**config.mk**
```make
export PLATFORM = sky130hd
export DESIGN_NAME = asp_core
export DESIGN_NICKNAME = d
export VERILOG_FILES = /design/src/verilog/asp_pkg.sv /design/src/verilog/asp_baud.sv /design/src/verilog/asp_core.sv
export SDC_FILE = /design/constraint.sdc
export NUM_CORES = 1
export LEC_CHECK = 0
export BUFFER_PORTS_ARGS = -buffer_cell sky130_fd_sc_hd__buf_2
export CORE_ASPECT_RATIO = 0.8
export CORE_UTILIZATION = 45
export DETAILED_ROUTE_END_ITERATION = 16
export PLACE_DENSITY_LB_ADDON = 0.3
export SYNTH_ARGS = -nofsm -noshare
export SYNTH_HDL_FRONTEND = slang
export SYNTH_SLANG_ARGS = --single-unit
```
**constraint.sdc**
```tcl
create_clock -name clk_i -period 6.8 [get_ports clk_i]
set_input_delay 0.34 -clock clk_i [delete_from_list [all_inputs] [get_ports clk_i]]
set_output_delay 0.34 -clock clk_i [all_outputs]
set_load 0.02 [all_outputs]
```
**src/verilog/asp_pkg.sv**
```systemverilog
// Constants and types shared by the asynchronous serial port.
// Assumes a 32-bit classic Wishbone bus with byte addresses, one word a register.
package asp_pkg;
  // Register byte addresses.
  localparam logic [7:0] OFS_CTRL_TWO   = 8'h00;
  localparam logic [7:0] OFS_STAT_ONE   = 8'h04;
  localparam logic [7:0] OFS_CTRL_THREE = 8'h08;
  localparam logic [7:0] OFS_CTRL_ONE   = 8'h0C;
  localparam logic [7:0] OFS_DATA       = 8'h10;
  localparam logic [7:0] OFS_BAUD       = 8'h14;
  // Control two fields.
  localparam int B_TX_EN = 3;
  localparam int B_RX_EN = 2;
  localparam int B_STBY  = 1;
  localparam int B_BRK   = 0;
  // Control three fields.
  localparam int B_SWDIR = 5;
  localparam int B_INV   = 4;
  localparam int B_OVERRUN_IRQ_EN  = 3;
  localparam int B_PARITY_IRQ_EN  = 0;
  // Control one fields.
  localparam int B_LOOP  = 7;
  localparam int B_SWSRC = 5;
  localparam int B_WAKE  = 3;
  localparam int B_LBRK  = 2;
  localparam int B_PEN   = 1;
  localparam int B_PODD  = 0;
  // Status one fields.
  localparam int S_TDRE  = 7;
  localparam int S_TC    = 6;
  localparam int S_RDRF  = 5;
  localparam int S_IDLE  = 4;
  localparam int S_OR    = 3;
  localparam int S_NF    = 2;
  localparam int S_FE    = 1;
  localparam int S_PF    = 0;
  // Reset values and the receive flag mask.
  localparam logic [7:0]  DATA_RESET = 8'h00;
  localparam logic [7:0]  STAT_RESET = 8'hC0;
  localparam logic [7:0]  RX_FLAGS   = 8'h3F;
  localparam logic [12:0] BAUD_RESET = 13'h0001;
  // Bit timing: sixteen ticks a bit, three middle samples.
  localparam logic [3:0]  OVS_LAST   = 4'hF;
  localparam logic [3:0]  SMP_FIRST  = 4'h7;
  localparam logic [3:0]  SMP_LAST   = 4'h9;
  localparam logic [3:0]  FRAME_BITS = 4'hA;
  localparam logic [3:0]  BRK_EXTRA  = 4'h3;
  // Control fields gathered from the three control registers.
  typedef struct packed {
    logic       tx_enable;
    logic       rx_enable;
    logic       rx_standby;
    logic       break_queue;
    logic       loop_select;
    logic       single_wire_source;
    logic       single_wire_direction;
    logic       long_break_select;
    logic       tx_polarity_flip;
    logic       wake_select;
    logic       parity_en;
    logic       parity_odd;
    logic [3:0] irq_en;
  } asp_ctrl_t;
  typedef enum {TX_IDLE, TX_SHIFT} asp_tx_state_t;
  typedef enum {RX_IDLE, RX_BITS} asp_rx_state_t;
endpackage : asp_pkg

```
**src/verilog/asp_baud.sv**
```systemverilog
// Shared baud generator giving one tick per sixteenth of a bit.
// Assumes the divisor comes from a register on the same bus-rate clock.
`timescale 1ns/1ps
module asp_baud (
  input  wire logic        clk_i,
  input  wire logic        rst_i,
  input  wire logic        ce_i,
  input  wire logic [12:0] divisor_i,
  output logic             tick_o
);
  logic [12:0] cnt_reg;

  // Counts bus clocks and pulses once every divisor clocks; zero stops it.
  always_ff @(posedge clk_i) begin
    if (rst_i) begin
      cnt_reg <= '0;
      tick_o  <= 1'b0;
    end else if (ce_i) begin
      if (divisor_i == '0) begin
        cnt_reg <= '0;
        tick_o  <= 1'b0;
      end else if (cnt_reg >= 13'(divisor_i - 13'h0001)) begin
        cnt_reg <= '0;
        tick_o  <= 1'b1;
      end else begin
        cnt_reg <= 13'(cnt_reg + 13'h0001);
        tick_o  <= 1'b0;
      end
    end
  end
endmodule : asp_baud

```
**src/verilog/asp_core.sv**
```systemverilog
// Asynchronous serial port: Wishbone registers, transmitter and receiver.
// Assumes a classic Wishbone master on clk_i and serial pins from outside.
// Summary of operation
// Transmitter runs and drives its pin while tx_enable is one or a frame is still running or queued.
// In single-wire mode the direction bit decides drive or receive.
// Re-enabling the transmitter during a frame queues one idle character.
// After disable the pin stays driven until queued frames finish.
// Receive pin is released when receiver is off or loop is set.
// Standby waits for idle line or a set top data bit.
// Software sets standby; hardware clears it on the wakeup.
// Break bit written one then zero queues a break; more while one.
// Break is 10 or 11 zero bits, 13 or 14 when long.
// A second break may be queued before the bit is cleared.
// Status register holds eight read-only flags; writes do nothing.
// All flags but TC clear only by sequences reading status then touching data.
// Polarity flip inverts every transmitted bit, break and idle included.
// Overrun flag requests an interrupt when its enable is one.
// Noise flag requests an interrupt when its enable is one.
// Framing flag requests an interrupt when its enable is one.
// Parity flag requests an interrupt when its enable is one.
// Data address reads receive buffer, writes transmit buffer, both reset zero.
// Full-duplex asynchronous NRZ traffic with a remote device.
// Transmitter and receiver run independently on one baud generator.
// The baud generator runs from the bus clock.
// Interrupt output is high while any enabled error flag is set.
`timescale 1ns/1ps
module asp_core (
  input  wire logic        clk_i,
  input  wire logic        rst_i,
  input  wire logic        ce_i,
  input  wire logic        wb_cyc_i,
  input  wire logic        wb_stb_i,
  input  wire logic        wb_we_i,
  input  wire logic [7:0]  wb_adr_i,
  input  wire logic [3:0]  wb_sel_i,
  input  wire logic [31:0] wb_dat_i,
  output logic      [31:0] wb_dat_o,
  output logic             wb_ack_o,
  input  wire logic        rxd_i,
  input  wire logic        txd_i,
  output logic             txd_o,
  output logic             txd_oe_o,
  output logic             rxd_own_o,
  output logic             irq_o
);
  asp_pkg::asp_ctrl_t     ctrl_reg;
  asp_pkg::asp_tx_state_t tx_state_reg;
  asp_pkg::asp_rx_state_t rx_state_reg;
  logic [7:0]  stat_reg;
  logic [7:0]  stat_next;
  logic [12:0] baud_reg;
  logic [7:0]  tx_buf_reg;
  logic [7:0]  rx_buf_reg;
  logic        acc;
  logic        wr;
  logic        rd;
  logic        tick;
  logic        rxd_s1_reg;
  logic        rxd_s2_reg;
  logic        txd_s1_reg;
  logic        txd_s2_reg;
  logic [10:0] tx_sh_reg;
  logic [3:0]  tx_ovs_reg;
  logic [3:0]  tx_left_reg;
  logic        tx_fill_reg;
  logic        tx_bit_reg;
  logic        brk_pend_reg;
  logic        idle_pend_reg;
  logic        tx_busy;
  logic        tx_active;
  logic        tx_start;
  logic        frame_brk;
  logic        single_wire;
  logic        rx_in;
  logic [3:0]  rx_ovs_reg;
  logic [3:0]  rx_idx_reg;
  logic [3:0]  rx_ones_reg;
  logic [2:0]  rx_smp_reg;
  logic [9:0]  rx_sh_reg;
  logic        rx_noise_reg;
  logic        rx_armed_reg;
  logic        rx_bit_end;
  logic        rx_end;
  logic        rx_take;
  logic        rx_maj;
  logic        rx_quiet;
  logic        idle_set;
  logic        wake_idle;
  logic        wake_mark;
  logic        arm_rx_reg;
  logic        arm_tx_reg;

  // Frame length in bit times, longer for parity and long breaks.
  function automatic logic [3:0] frame_len(input logic pen, input logic lng);
    frame_len = 4'(asp_pkg::FRAME_BITS + {3'h0, pen} + (lng ? asp_pkg::BRK_EXTRA : 4'h0));
  endfunction : frame_len

  // Address match for one register word.
  function automatic logic hit(input logic [7:0] adr, input logic [7:0] ofs);
    hit = (adr == ofs);
  endfunction : hit

  // Baud ticks feed both directions from one generator.
  asp_baud u_baud (
    .clk_i     (clk_i),
    .rst_i     (rst_i),
    .ce_i      (ce_i),
    .divisor_i (baud_reg),
    .tick_o    (tick)
  );

  // Bus decode: an access is taken once, in the cycle before ack.
  assign acc = wb_cyc_i & wb_stb_i & ~wb_ack_o;
  assign wr  = acc & wb_we_i & wb_sel_i[0];
  assign rd  = acc & ~wb_we_i;

  // Acknowledge and read data; unmapped addresses answer zero.
  always_ff @(posedge clk_i) begin
    if (rst_i) begin
      wb_ack_o <= 1'b0;
      wb_dat_o <= '0;
    end else if (ce_i) begin
      wb_ack_o <= acc;
      wb_dat_o <= '0;
      if (rd) begin
        case (wb_adr_i)
          asp_pkg::OFS_CTRL_TWO:   wb_dat_o[3:0] <= {ctrl_reg.tx_enable, ctrl_reg.rx_enable,
                                                     ctrl_reg.rx_standby, ctrl_reg.break_queue};
          asp_pkg::OFS_STAT_ONE:   wb_dat_o[7:0] <= stat_reg;
          asp_pkg::OFS_CTRL_THREE: wb_dat_o[5:0] <= {ctrl_reg.single_wire_direction,
                                                     ctrl_reg.tx_polarity_flip, ctrl_reg.irq_en};
          asp_pkg::OFS_CTRL_ONE:   wb_dat_o[7:0] <= {ctrl_reg.loop_select, 1'b0,
                                                     ctrl_reg.single_wire_source, 1'b0,
                                                     ctrl_reg.wake_select, ctrl_reg.long_break_select,
                                                     ctrl_reg.parity_en, ctrl_reg.parity_odd};
          asp_pkg::OFS_DATA:       wb_dat_o[7:0] <= rx_buf_reg;
          asp_pkg::OFS_BAUD:       wb_dat_o[12:0] <= baud_reg;
          default:                 wb_dat_o <= '0;
        endcase
      end
    end
  end

  // Control writes; hardware wakeup clears standby unless software writes it.
  always_ff @(posedge clk_i) begin
    if (rst_i) begin
      ctrl_reg <= '0;
      baud_reg <= asp_pkg::BAUD_RESET;
    end else if (ce_i) begin
      if (wake_idle || wake_mark) begin
        ctrl_reg.rx_standby <= 1'b0;
      end
      if (wr && hit(wb_adr_i, asp_pkg::OFS_CTRL_TWO)) begin
        ctrl_reg.tx_enable   <= wb_dat_i[asp_pkg::B_TX_EN];
        ctrl_reg.rx_enable   <= wb_dat_i[asp_pkg::B_RX_EN];
        ctrl_reg.rx_standby  <= wb_dat_i[asp_pkg::B_STBY];
        ctrl_reg.break_queue <= wb_dat_i[asp_pkg::B_BRK];
      end
      if (wr && hit(wb_adr_i, asp_pkg::OFS_CTRL_THREE)) begin
        ctrl_reg.single_wire_direction <= wb_dat_i[asp_pkg::B_SWDIR];
        ctrl_reg.tx_polarity_flip      <= wb_dat_i[asp_pkg::B_INV];
        ctrl_reg.irq_en                <= wb_dat_i[asp_pkg::B_OVERRUN_IRQ_EN:asp_pkg::B_PARITY_IRQ_EN];
      end
      if (wr && hit(wb_adr_i, asp_pkg::OFS_CTRL_ONE)) begin
        ctrl_reg.loop_select        <= wb_dat_i[asp_pkg::B_LOOP];
        ctrl_reg.single_wire_source <= wb_dat_i[asp_pkg::B_SWSRC];
        ctrl_reg.wake_select        <= wb_dat_i[asp_pkg::B_WAKE];
        ctrl_reg.long_break_select  <= wb_dat_i[asp_pkg::B_LBRK];
        ctrl_reg.parity_en          <= wb_dat_i[asp_pkg::B_PEN];
        ctrl_reg.parity_odd         <= wb_dat_i[asp_pkg::B_PODD];
      end
      if (acc && wb_we_i && hit(wb_adr_i, asp_pkg::OFS_BAUD)) begin
        if (wb_sel_i[0]) baud_reg[7:0] <= wb_dat_i[7:0];
        if (wb_sel_i[1]) baud_reg[12:8] <= wb_dat_i[12:8];
      end
    end
  end

  // Two-stage synchronisers for both line inputs.
  always_ff @(posedge clk_i) begin
    if (rst_i) begin
      rxd_s1_reg <= 1'b1;
      rxd_s2_reg <= 1'b1;
      txd_s1_reg <= 1'b1;
      txd_s2_reg <= 1'b1;
    end else if (ce_i) begin
      rxd_s1_reg <= rxd_i;
      rxd_s2_reg <= rxd_s1_reg;
      txd_s1_reg <= txd_i;
      txd_s2_reg <= txd_s1_reg;
    end
  end

  // Transmit scheduling: break first, then queued idle, then buffered data.
  assign single_wire = ctrl_reg.loop_select & ctrl_reg.single_wire_source;
  assign tx_busy     = (tx_state_reg == asp_pkg::TX_SHIFT);
  assign tx_active   = ctrl_reg.tx_enable | tx_busy | brk_pend_reg | idle_pend_reg;
  assign frame_brk   = (ctrl_reg.break_queue & ctrl_reg.tx_enable) | brk_pend_reg;
  assign tx_start    = tick & ~tx_busy & (frame_brk | idle_pend_reg |
                       (ctrl_reg.tx_enable & ~stat_reg[asp_pkg::S_TDRE]));

  // Queued break and idle characters; a new request wins over its clear.
  always_ff @(posedge clk_i) begin
    if (rst_i) begin
      brk_pend_reg  <= 1'b0;
      idle_pend_reg <= 1'b0;
    end else if (ce_i) begin
      brk_pend_reg <= (brk_pend_reg & ~(tx_start & frame_brk)) |
                      (wr && hit(wb_adr_i, asp_pkg::OFS_CTRL_TWO) && ctrl_reg.break_queue &&
                       !wb_dat_i[asp_pkg::B_BRK]);
      idle_pend_reg <= (idle_pend_reg & ~(tx_start & ~frame_brk)) |
                       (wr && hit(wb_adr_i, asp_pkg::OFS_CTRL_TWO) && tx_busy &&
                        !ctrl_reg.tx_enable && wb_dat_i[asp_pkg::B_TX_EN]);
    end
  end

  // Transmit shifter, least significant bit first, sixteen ticks a bit.
  always_ff @(posedge clk_i) begin
    if (rst_i) begin
      tx_state_reg <= asp_pkg::TX_IDLE;
      tx_sh_reg    <= '1;
      tx_ovs_reg   <= '0;
      tx_left_reg  <= '0;
      tx_fill_reg  <= 1'b1;
    end else if (ce_i) begin
      if (tx_start) begin
        tx_state_reg <= asp_pkg::TX_SHIFT;
        tx_ovs_reg   <= '0;
        if (frame_brk) begin
          tx_sh_reg   <= '0;
          tx_fill_reg <= 1'b0;
          tx_left_reg <= frame_len(ctrl_reg.parity_en, ctrl_reg.long_break_select);
        end else begin
          tx_fill_reg <= 1'b1;
          tx_left_reg <= frame_len(ctrl_reg.parity_en, 1'b0);
          if (idle_pend_reg) begin
            tx_sh_reg <= '1;
          end else begin
            tx_sh_reg <= {1'b1, ~ctrl_reg.parity_en | (^tx_buf_reg ^ ctrl_reg.parity_odd),
                          tx_buf_reg, 1'b0};
          end
        end
      end else if (tx_busy && tick) begin
        tx_ovs_reg <= 4'(tx_ovs_reg + 4'h1);
        if (tx_ovs_reg == asp_pkg::OVS_LAST) begin
          tx_sh_reg   <= {tx_fill_reg, tx_sh_reg[10:1]};
          tx_left_reg <= 4'(tx_left_reg - 4'h1);
          if (tx_left_reg == 4'h1) begin
            tx_state_reg <= asp_pkg::TX_IDLE;
          end
        end
      end
    end
  end

  // Pin drivers: line level, inversion, enables and receive pin ownership.
  always_ff @(posedge clk_i) begin
    if (rst_i) begin
      tx_bit_reg <= 1'b1;
      txd_o      <= 1'b1;
      txd_oe_o   <= 1'b0;
      rxd_own_o  <= 1'b0;
    end else if (ce_i) begin
      tx_bit_reg <= tx_busy ? tx_sh_reg[0] : 1'b1;
      txd_o      <= (tx_busy ? tx_sh_reg[0] : 1'b1) ^ ctrl_reg.tx_polarity_flip;
      txd_oe_o   <= tx_active & (~single_wire | ctrl_reg.single_wire_direction);
      rxd_own_o  <= ctrl_reg.rx_enable & ~ctrl_reg.loop_select;
    end
  end

  // Receive source: pin, the shared wire, or the internal loop.
  assign rx_in = ctrl_reg.loop_select ?
                 (ctrl_reg.single_wire_source ? txd_s2_reg : tx_bit_reg) : rxd_s2_reg;
  assign rx_maj = (rx_smp_reg[0] & rx_smp_reg[1]) | (rx_smp_reg[0] & rx_smp_reg[2]) |
                  (rx_smp_reg[1] & rx_smp_reg[2]);
  assign rx_bit_end = ce_i & tick & ctrl_reg.rx_enable & (rx_state_reg == asp_pkg::RX_BITS) &
                      (rx_ovs_reg == asp_pkg::OVS_LAST);
  assign rx_end  = rx_bit_end &
                   (rx_idx_reg == 4'(frame_len(ctrl_reg.parity_en, 1'b0) - 4'h1));
  assign rx_quiet = ce_i & tick & ctrl_reg.rx_enable & rx_in & rx_armed_reg &
                    (rx_state_reg == asp_pkg::RX_IDLE) & (rx_ovs_reg == asp_pkg::OVS_LAST) &
                    (rx_ones_reg == 4'(frame_len(ctrl_reg.parity_en, 1'b0) - 4'h1));
  assign wake_idle = rx_quiet & ctrl_reg.rx_standby & ~ctrl_reg.wake_select;
  assign wake_mark = rx_end & ctrl_reg.rx_standby & ctrl_reg.wake_select & rx_sh_reg[8];
  assign idle_set  = rx_quiet & ~ctrl_reg.rx_standby;
  assign rx_take   = rx_end & (~ctrl_reg.rx_standby | wake_mark);

  // Receive sequencer: start check, majority samples, idle line count.
  always_ff @(posedge clk_i) begin
    if (rst_i) begin
      rx_state_reg <= asp_pkg::RX_IDLE;
      rx_ovs_reg   <= '0;
      rx_idx_reg   <= '0;
      rx_ones_reg  <= '0;
      rx_smp_reg   <= '1;
      rx_sh_reg    <= '0;
      rx_noise_reg <= 1'b0;
      rx_armed_reg <= 1'b0;
    end else if (ce_i && !ctrl_reg.rx_enable) begin
      rx_state_reg <= asp_pkg::RX_IDLE;
      rx_ovs_reg   <= '0;
    end else if (ce_i && tick) begin
      rx_ovs_reg <= 4'(rx_ovs_reg + 4'h1);
      case (rx_state_reg)
        asp_pkg::RX_IDLE: begin
          if (!rx_in) begin
            rx_state_reg <= asp_pkg::RX_BITS;
            rx_ovs_reg   <= '0;
            rx_idx_reg   <= '0;
            rx_noise_reg <= 1'b0;
            rx_ones_reg  <= '0;
            rx_armed_reg <= 1'b1;
          end else if (rx_ovs_reg == asp_pkg::OVS_LAST) begin
            if (rx_quiet) rx_armed_reg <= 1'b0;
            if (rx_armed_reg) rx_ones_reg <= 4'(rx_ones_reg + 4'h1);
          end
        end
        asp_pkg::RX_BITS: begin
          if (rx_ovs_reg >= asp_pkg::SMP_FIRST && rx_ovs_reg <= asp_pkg::SMP_LAST) begin
            rx_smp_reg <= {rx_smp_reg[1:0], rx_in};
          end
          if (rx_ovs_reg == asp_pkg::OVS_LAST) begin
            if (rx_smp_reg != 3'h0 && rx_smp_reg != 3'h7) rx_noise_reg <= 1'b1;
            rx_idx_reg <= 4'(rx_idx_reg + 4'h1);
            if ((rx_idx_reg == 4'h0 && rx_maj) || rx_end) begin
              rx_state_reg <= asp_pkg::RX_IDLE;
            end else begin
              rx_sh_reg[rx_idx_reg] <= rx_maj;
            end
          end
        end
        default: rx_state_reg <= asp_pkg::RX_IDLE;
      endcase
    end
  end

  // Data buffers behind the one data address, both cleared by reset.
  always_ff @(posedge clk_i) begin
    if (rst_i) begin
      tx_buf_reg <= asp_pkg::DATA_RESET;
      rx_buf_reg <= asp_pkg::DATA_RESET;
    end else if (ce_i) begin
      if (wr && hit(wb_adr_i, asp_pkg::OFS_DATA)) tx_buf_reg <= wb_dat_i[7:0];
      if (rx_take && !stat_reg[asp_pkg::S_RDRF]) rx_buf_reg <= rx_sh_reg[8:1];
    end
  end

  // Clearing sequences: status read arms, then a data access clears.
  always_ff @(posedge clk_i) begin
    if (rst_i) begin
      arm_rx_reg <= 1'b0;
      arm_tx_reg <= 1'b0;
    end else if (ce_i && acc && hit(wb_adr_i, asp_pkg::OFS_STAT_ONE) && !wb_we_i) begin
      arm_rx_reg <= |(stat_reg & asp_pkg::RX_FLAGS);
      arm_tx_reg <= stat_reg[asp_pkg::S_TDRE];
    end else if (ce_i && acc && hit(wb_adr_i, asp_pkg::OFS_DATA)) begin
      if (!wb_we_i) arm_rx_reg <= 1'b0;
      if (wb_we_i) arm_tx_reg <= 1'b0;
    end
  end

  // Next status: clears from the sequences first, hardware sets after.
  always_comb begin
    stat_next = stat_reg;
    if (rd && hit(wb_adr_i, asp_pkg::OFS_DATA) && arm_rx_reg) begin
      stat_next = stat_next & ~asp_pkg::RX_FLAGS;
    end
    if (wr && hit(wb_adr_i, asp_pkg::OFS_DATA) && arm_tx_reg) begin
      stat_next[asp_pkg::S_TDRE] = 1'b0;
    end
    if (tx_start && !frame_brk && !idle_pend_reg) stat_next[asp_pkg::S_TDRE] = 1'b1;
    if (idle_set) stat_next[asp_pkg::S_IDLE] = 1'b1;
    if (rx_take && stat_reg[asp_pkg::S_RDRF]) stat_next[asp_pkg::S_OR] = 1'b1;
    if (rx_take && !stat_reg[asp_pkg::S_RDRF]) begin
      stat_next[asp_pkg::S_RDRF] = 1'b1;
      if (rx_noise_reg || (rx_smp_reg != 3'h0 && rx_smp_reg != 3'h7)) begin
        stat_next[asp_pkg::S_NF] = 1'b1;
      end
      if (!rx_maj) stat_next[asp_pkg::S_FE] = 1'b1;
      if (ctrl_reg.parity_en && ((^rx_sh_reg[9:1]) != ctrl_reg.parity_odd)) begin
        stat_next[asp_pkg::S_PF] = 1'b1;
      end
    end
    stat_next[asp_pkg::S_TC] = ~tx_busy & ~brk_pend_reg & ~idle_pend_reg &
                               stat_next[asp_pkg::S_TDRE];
  end

  // Status register: bus writes never reach it.
  always_ff @(posedge clk_i) begin
    if (rst_i) begin
      stat_reg <= asp_pkg::STAT_RESET;
    end else if (ce_i) begin
      stat_reg <= stat_next;
    end
  end

  // Interrupt request from the enabled error flags.
  always_ff @(posedge clk_i) begin
    if (rst_i) begin
      irq_o <= 1'b0;
    end else if (ce_i) begin
      irq_o <= |(stat_reg[asp_pkg::S_OR:asp_pkg::S_PF] & ctrl_reg.irq_en);
    end
  end
endmodule : asp_core

```
==> out/results.ini <==
[run_status]
status=completed

[drt]
vias=6183
drc=0
ant_nets=0
wirelength_um=17500
dr.pass1.iters=5
drtIter0Drc=415
vias_per_cell=5.51
wire_per_inst_um=15.6

[grt]
grt_max_degree=73
gr-max-usage-layer=met1
grt_use_met1_pct=32.8
grt_pass1_vias=5281
grt_pass1_wl_um=27800
antenna_found_initial=0
met2_usage_pct=30.6
grtUsageMet3_pct=3.85
grt_overflow=0
grt_usage_pct=21.5

[cells_and_area]
diodes=0
final_cell_count_no_fill=1122
drive_gt1_share_pct=11.0
nFillCells=1478
finalInstanceArea_um2=8240
area_delta_synth_final_pct=12.4
num-nets-final=974
largest_register_ff_count=16

[sta]
setup_tns_ps=0
final_max_slew_viol_count=0
fin_ws_ps=2890
hold_violations=0
setup_viol=0
rsz0062_at_grt=false
whs_ps=118
fmax_mhz=256
worst_pin_slew_ps=1100
slew_headroom_pct=26.6
period_share_pct=57.5
min_period_ps=3910
fin_skew_ps=6.90

[floorplan]
die_h_um=116
pin_count=89
num_rows=41
core-area_um2=15900
die_w_um=145
start_util_pct=46.3
die_area_um2=16800

[logic_synthesis]
synth-edff-count=0
async_flop_share_pct=0
synth_largest_area_cell=dfxtp_1
synth.area.top_cells=dfxtp_1 39%, mux2i_1 6.3%, a21oi_1 5.1%
synth-main-ff-cell=dfxtp_1
synth_top_area_share_pct=38.8
ys_seq_elements=142
ys_seq_area_share_pct=38.8
yosysUniqueCellTypes=73
syn_area_per_cell_um2=8.45
synth_area_um2=7330
synth_cells=868
synth_warnings=0

[clocking]
cts_tree=done
path_clk_slew_ps=60
root_buffer=clkbuf_16
htreeDepth=4
cts_sinks=142
max-clock-path-buffers=2
cts_made_buffers=17
clock_latency_ps=420
postCtsSetupRepairBufs=0
hold_buffers=0
cts-resized-gates=0

[hold_path]
hp-class=in2reg

[worst_setup_path]
cp_max_fo=14
worst_path_largest_cell_delay_ps=520
crit_family=simple AND/OR/NAND/NOR gates
start_kind=flip-flop
path_class=reg2reg
crit_slowest_cell=or4b_1
worstSetupEndpointType=flip-flop
crit_buf_inv=1
critPathMostFrequentCell=ha_1
worstPathCellList=inv_1 -> ha_1 -> or4b_1 -> or2_1 -> or4_1 -> xor2_1 -> ha_1 -> a211oi_1 -> nor2_1 -> nor3_1 -> nand3_2 -> nor4_1 -> a21o_1
crit_arrival_ps=4280
cp_data_required_time_ps=7170

[place]
place_ws_ps=2960
place_area_um2=7620
place_inst=1090
dpl.hpwl_um=12200
globalplace.congestion=0.817
io_buffers=48

[pwr]
ir_drop_v=0.000172
powerDensity_nw_per_um2=228
power.leakage_nw=3.10

[job]
maxCapViolCount=0

synthesized netlist by cell type, drive strengths merged, types with 3 or more instances:
master    n
xnor2    26
mux2i    46
or2       4
a22oi    14
nand2    97
inv      20
a22o      3
a21oi    75
o211ai   10
or3       6
nor3b     6
o31ai     3
nor2b    12
nor3     17
nand3    27
and2      4
dfxtp   142
a21o      6
nand4    11
a211o    22
ha       28
mux2      3
xor2     15
nand4b    3
o22ai     7
buf      24
nand3b    6
nor2     95
nand2b   13
o21a      5
or4       4
o21ai    33
o221ai    3
and3      8
clkbuf   38
worst reg2reg max path: stages, from the launching register on:
cell and delay, ps:
dfxtp_1 320, inv_1 130, ha_1 230, or4b_1 520, or2_1 290, or4_1 430
xor2_1 160, ha_1 290, a211oi_1 230, nor2_1 90, nor3_1 380, nand3_2 340
nor4_1 350, a21o_1 110
where the power goes:
| group | switching [mW] | internal [mW] | total (mW) | leakage, nW |
|---|---|---|---|---|
| combinational | 0.0535 | 0.0192 | 0.0726 | 1.67 |
| clock | 0.383 | 0.582 | 0.965 | 0.288 |
| sequential | 0.00410 | 0.836 | 0.840 | 1.15 |
layout make-up:
class	count	area, um2	area share [%]
sequential	142	2840	34.5
multi-input combinational	662	4170	50.6
tap	215	269	3.27
clock buffer	17	425	5.16
clock inverter	15	189	2.29
inverter	20	75.1	0.911
timing repair buffer	51	265	3.22
logic make-up (layout without fill, tap and decap cells):
family | after synthesis | after routing | synth area share (%)
buf+inv | 82 | 103 | 5.26
mux | 49 | 49 | 6.74
fa+ha+maj | 29 | 29 | 4.91
other cells | 1 | 19 | 0.0511
simple gates | 320 | 320 | 21.3
flops | 142 | 142 | 38.8
xor+xnor | 41 | 41 | 4.90
compound gates | 204 | 204 | 18.1
layout by cell type (no fill, tap or decap), types with 6 or more instances in the layout:
cell       count
nor3_1        14
xnor2_1       26
nand4_1       11
inv_1         20
a211o_1       22
clkbuf_16     17
buf_2         47
nand3b_1       6
nand2_1       97
mux2i_1       46
o21ai_0       29
and3_1         8
xor2_1        15
o22ai_1        7
a22oi_1       14
ha_1          28
nor2_1        94
dfxtp_1      142
a21oi_1       75
nand3_1       26
nor2b_1       12
o211ai_1      10
a21o_1         6
conb_1        19
or3_1          6
nand2b_1      13
per-stage QoR:
stage | total power, mW | utilization, %
6_report | 1.88 | 52.0
5_1_grt | 1.93 | 52.0
4_1_cts | 1.89 | 52.0
3_5_place_dp | 0.930 | 48.1
3_3_place_gp | 0.930 | 48.1
2_1_floorplan | 0.914 | -
final timing paths:
check	from	endpoint	slack (ps)	depth (start not counted)
worst max-delay path	baud_reg[0]	u_baud.cnt_reg[6]	2890	13
worst min-delay path	txd_i	txd_s1_reg	120	2
worst max register to register	baud_reg[0]	u_baud.cnt_reg[6]	2890	13
worst min register to register	wb_dat_o[0]	wb_dat_o[0]	450	2
routing by layer:
metal | share of wire [%] | wire [um]
met5 | 0 | 0
met4 | 0.97 | 169
met3 | 5.0 | 874
met2 | 42 | 7300
met1 | 52 | 9100
No activity file was read; power rests on OpenSTA's default activity.
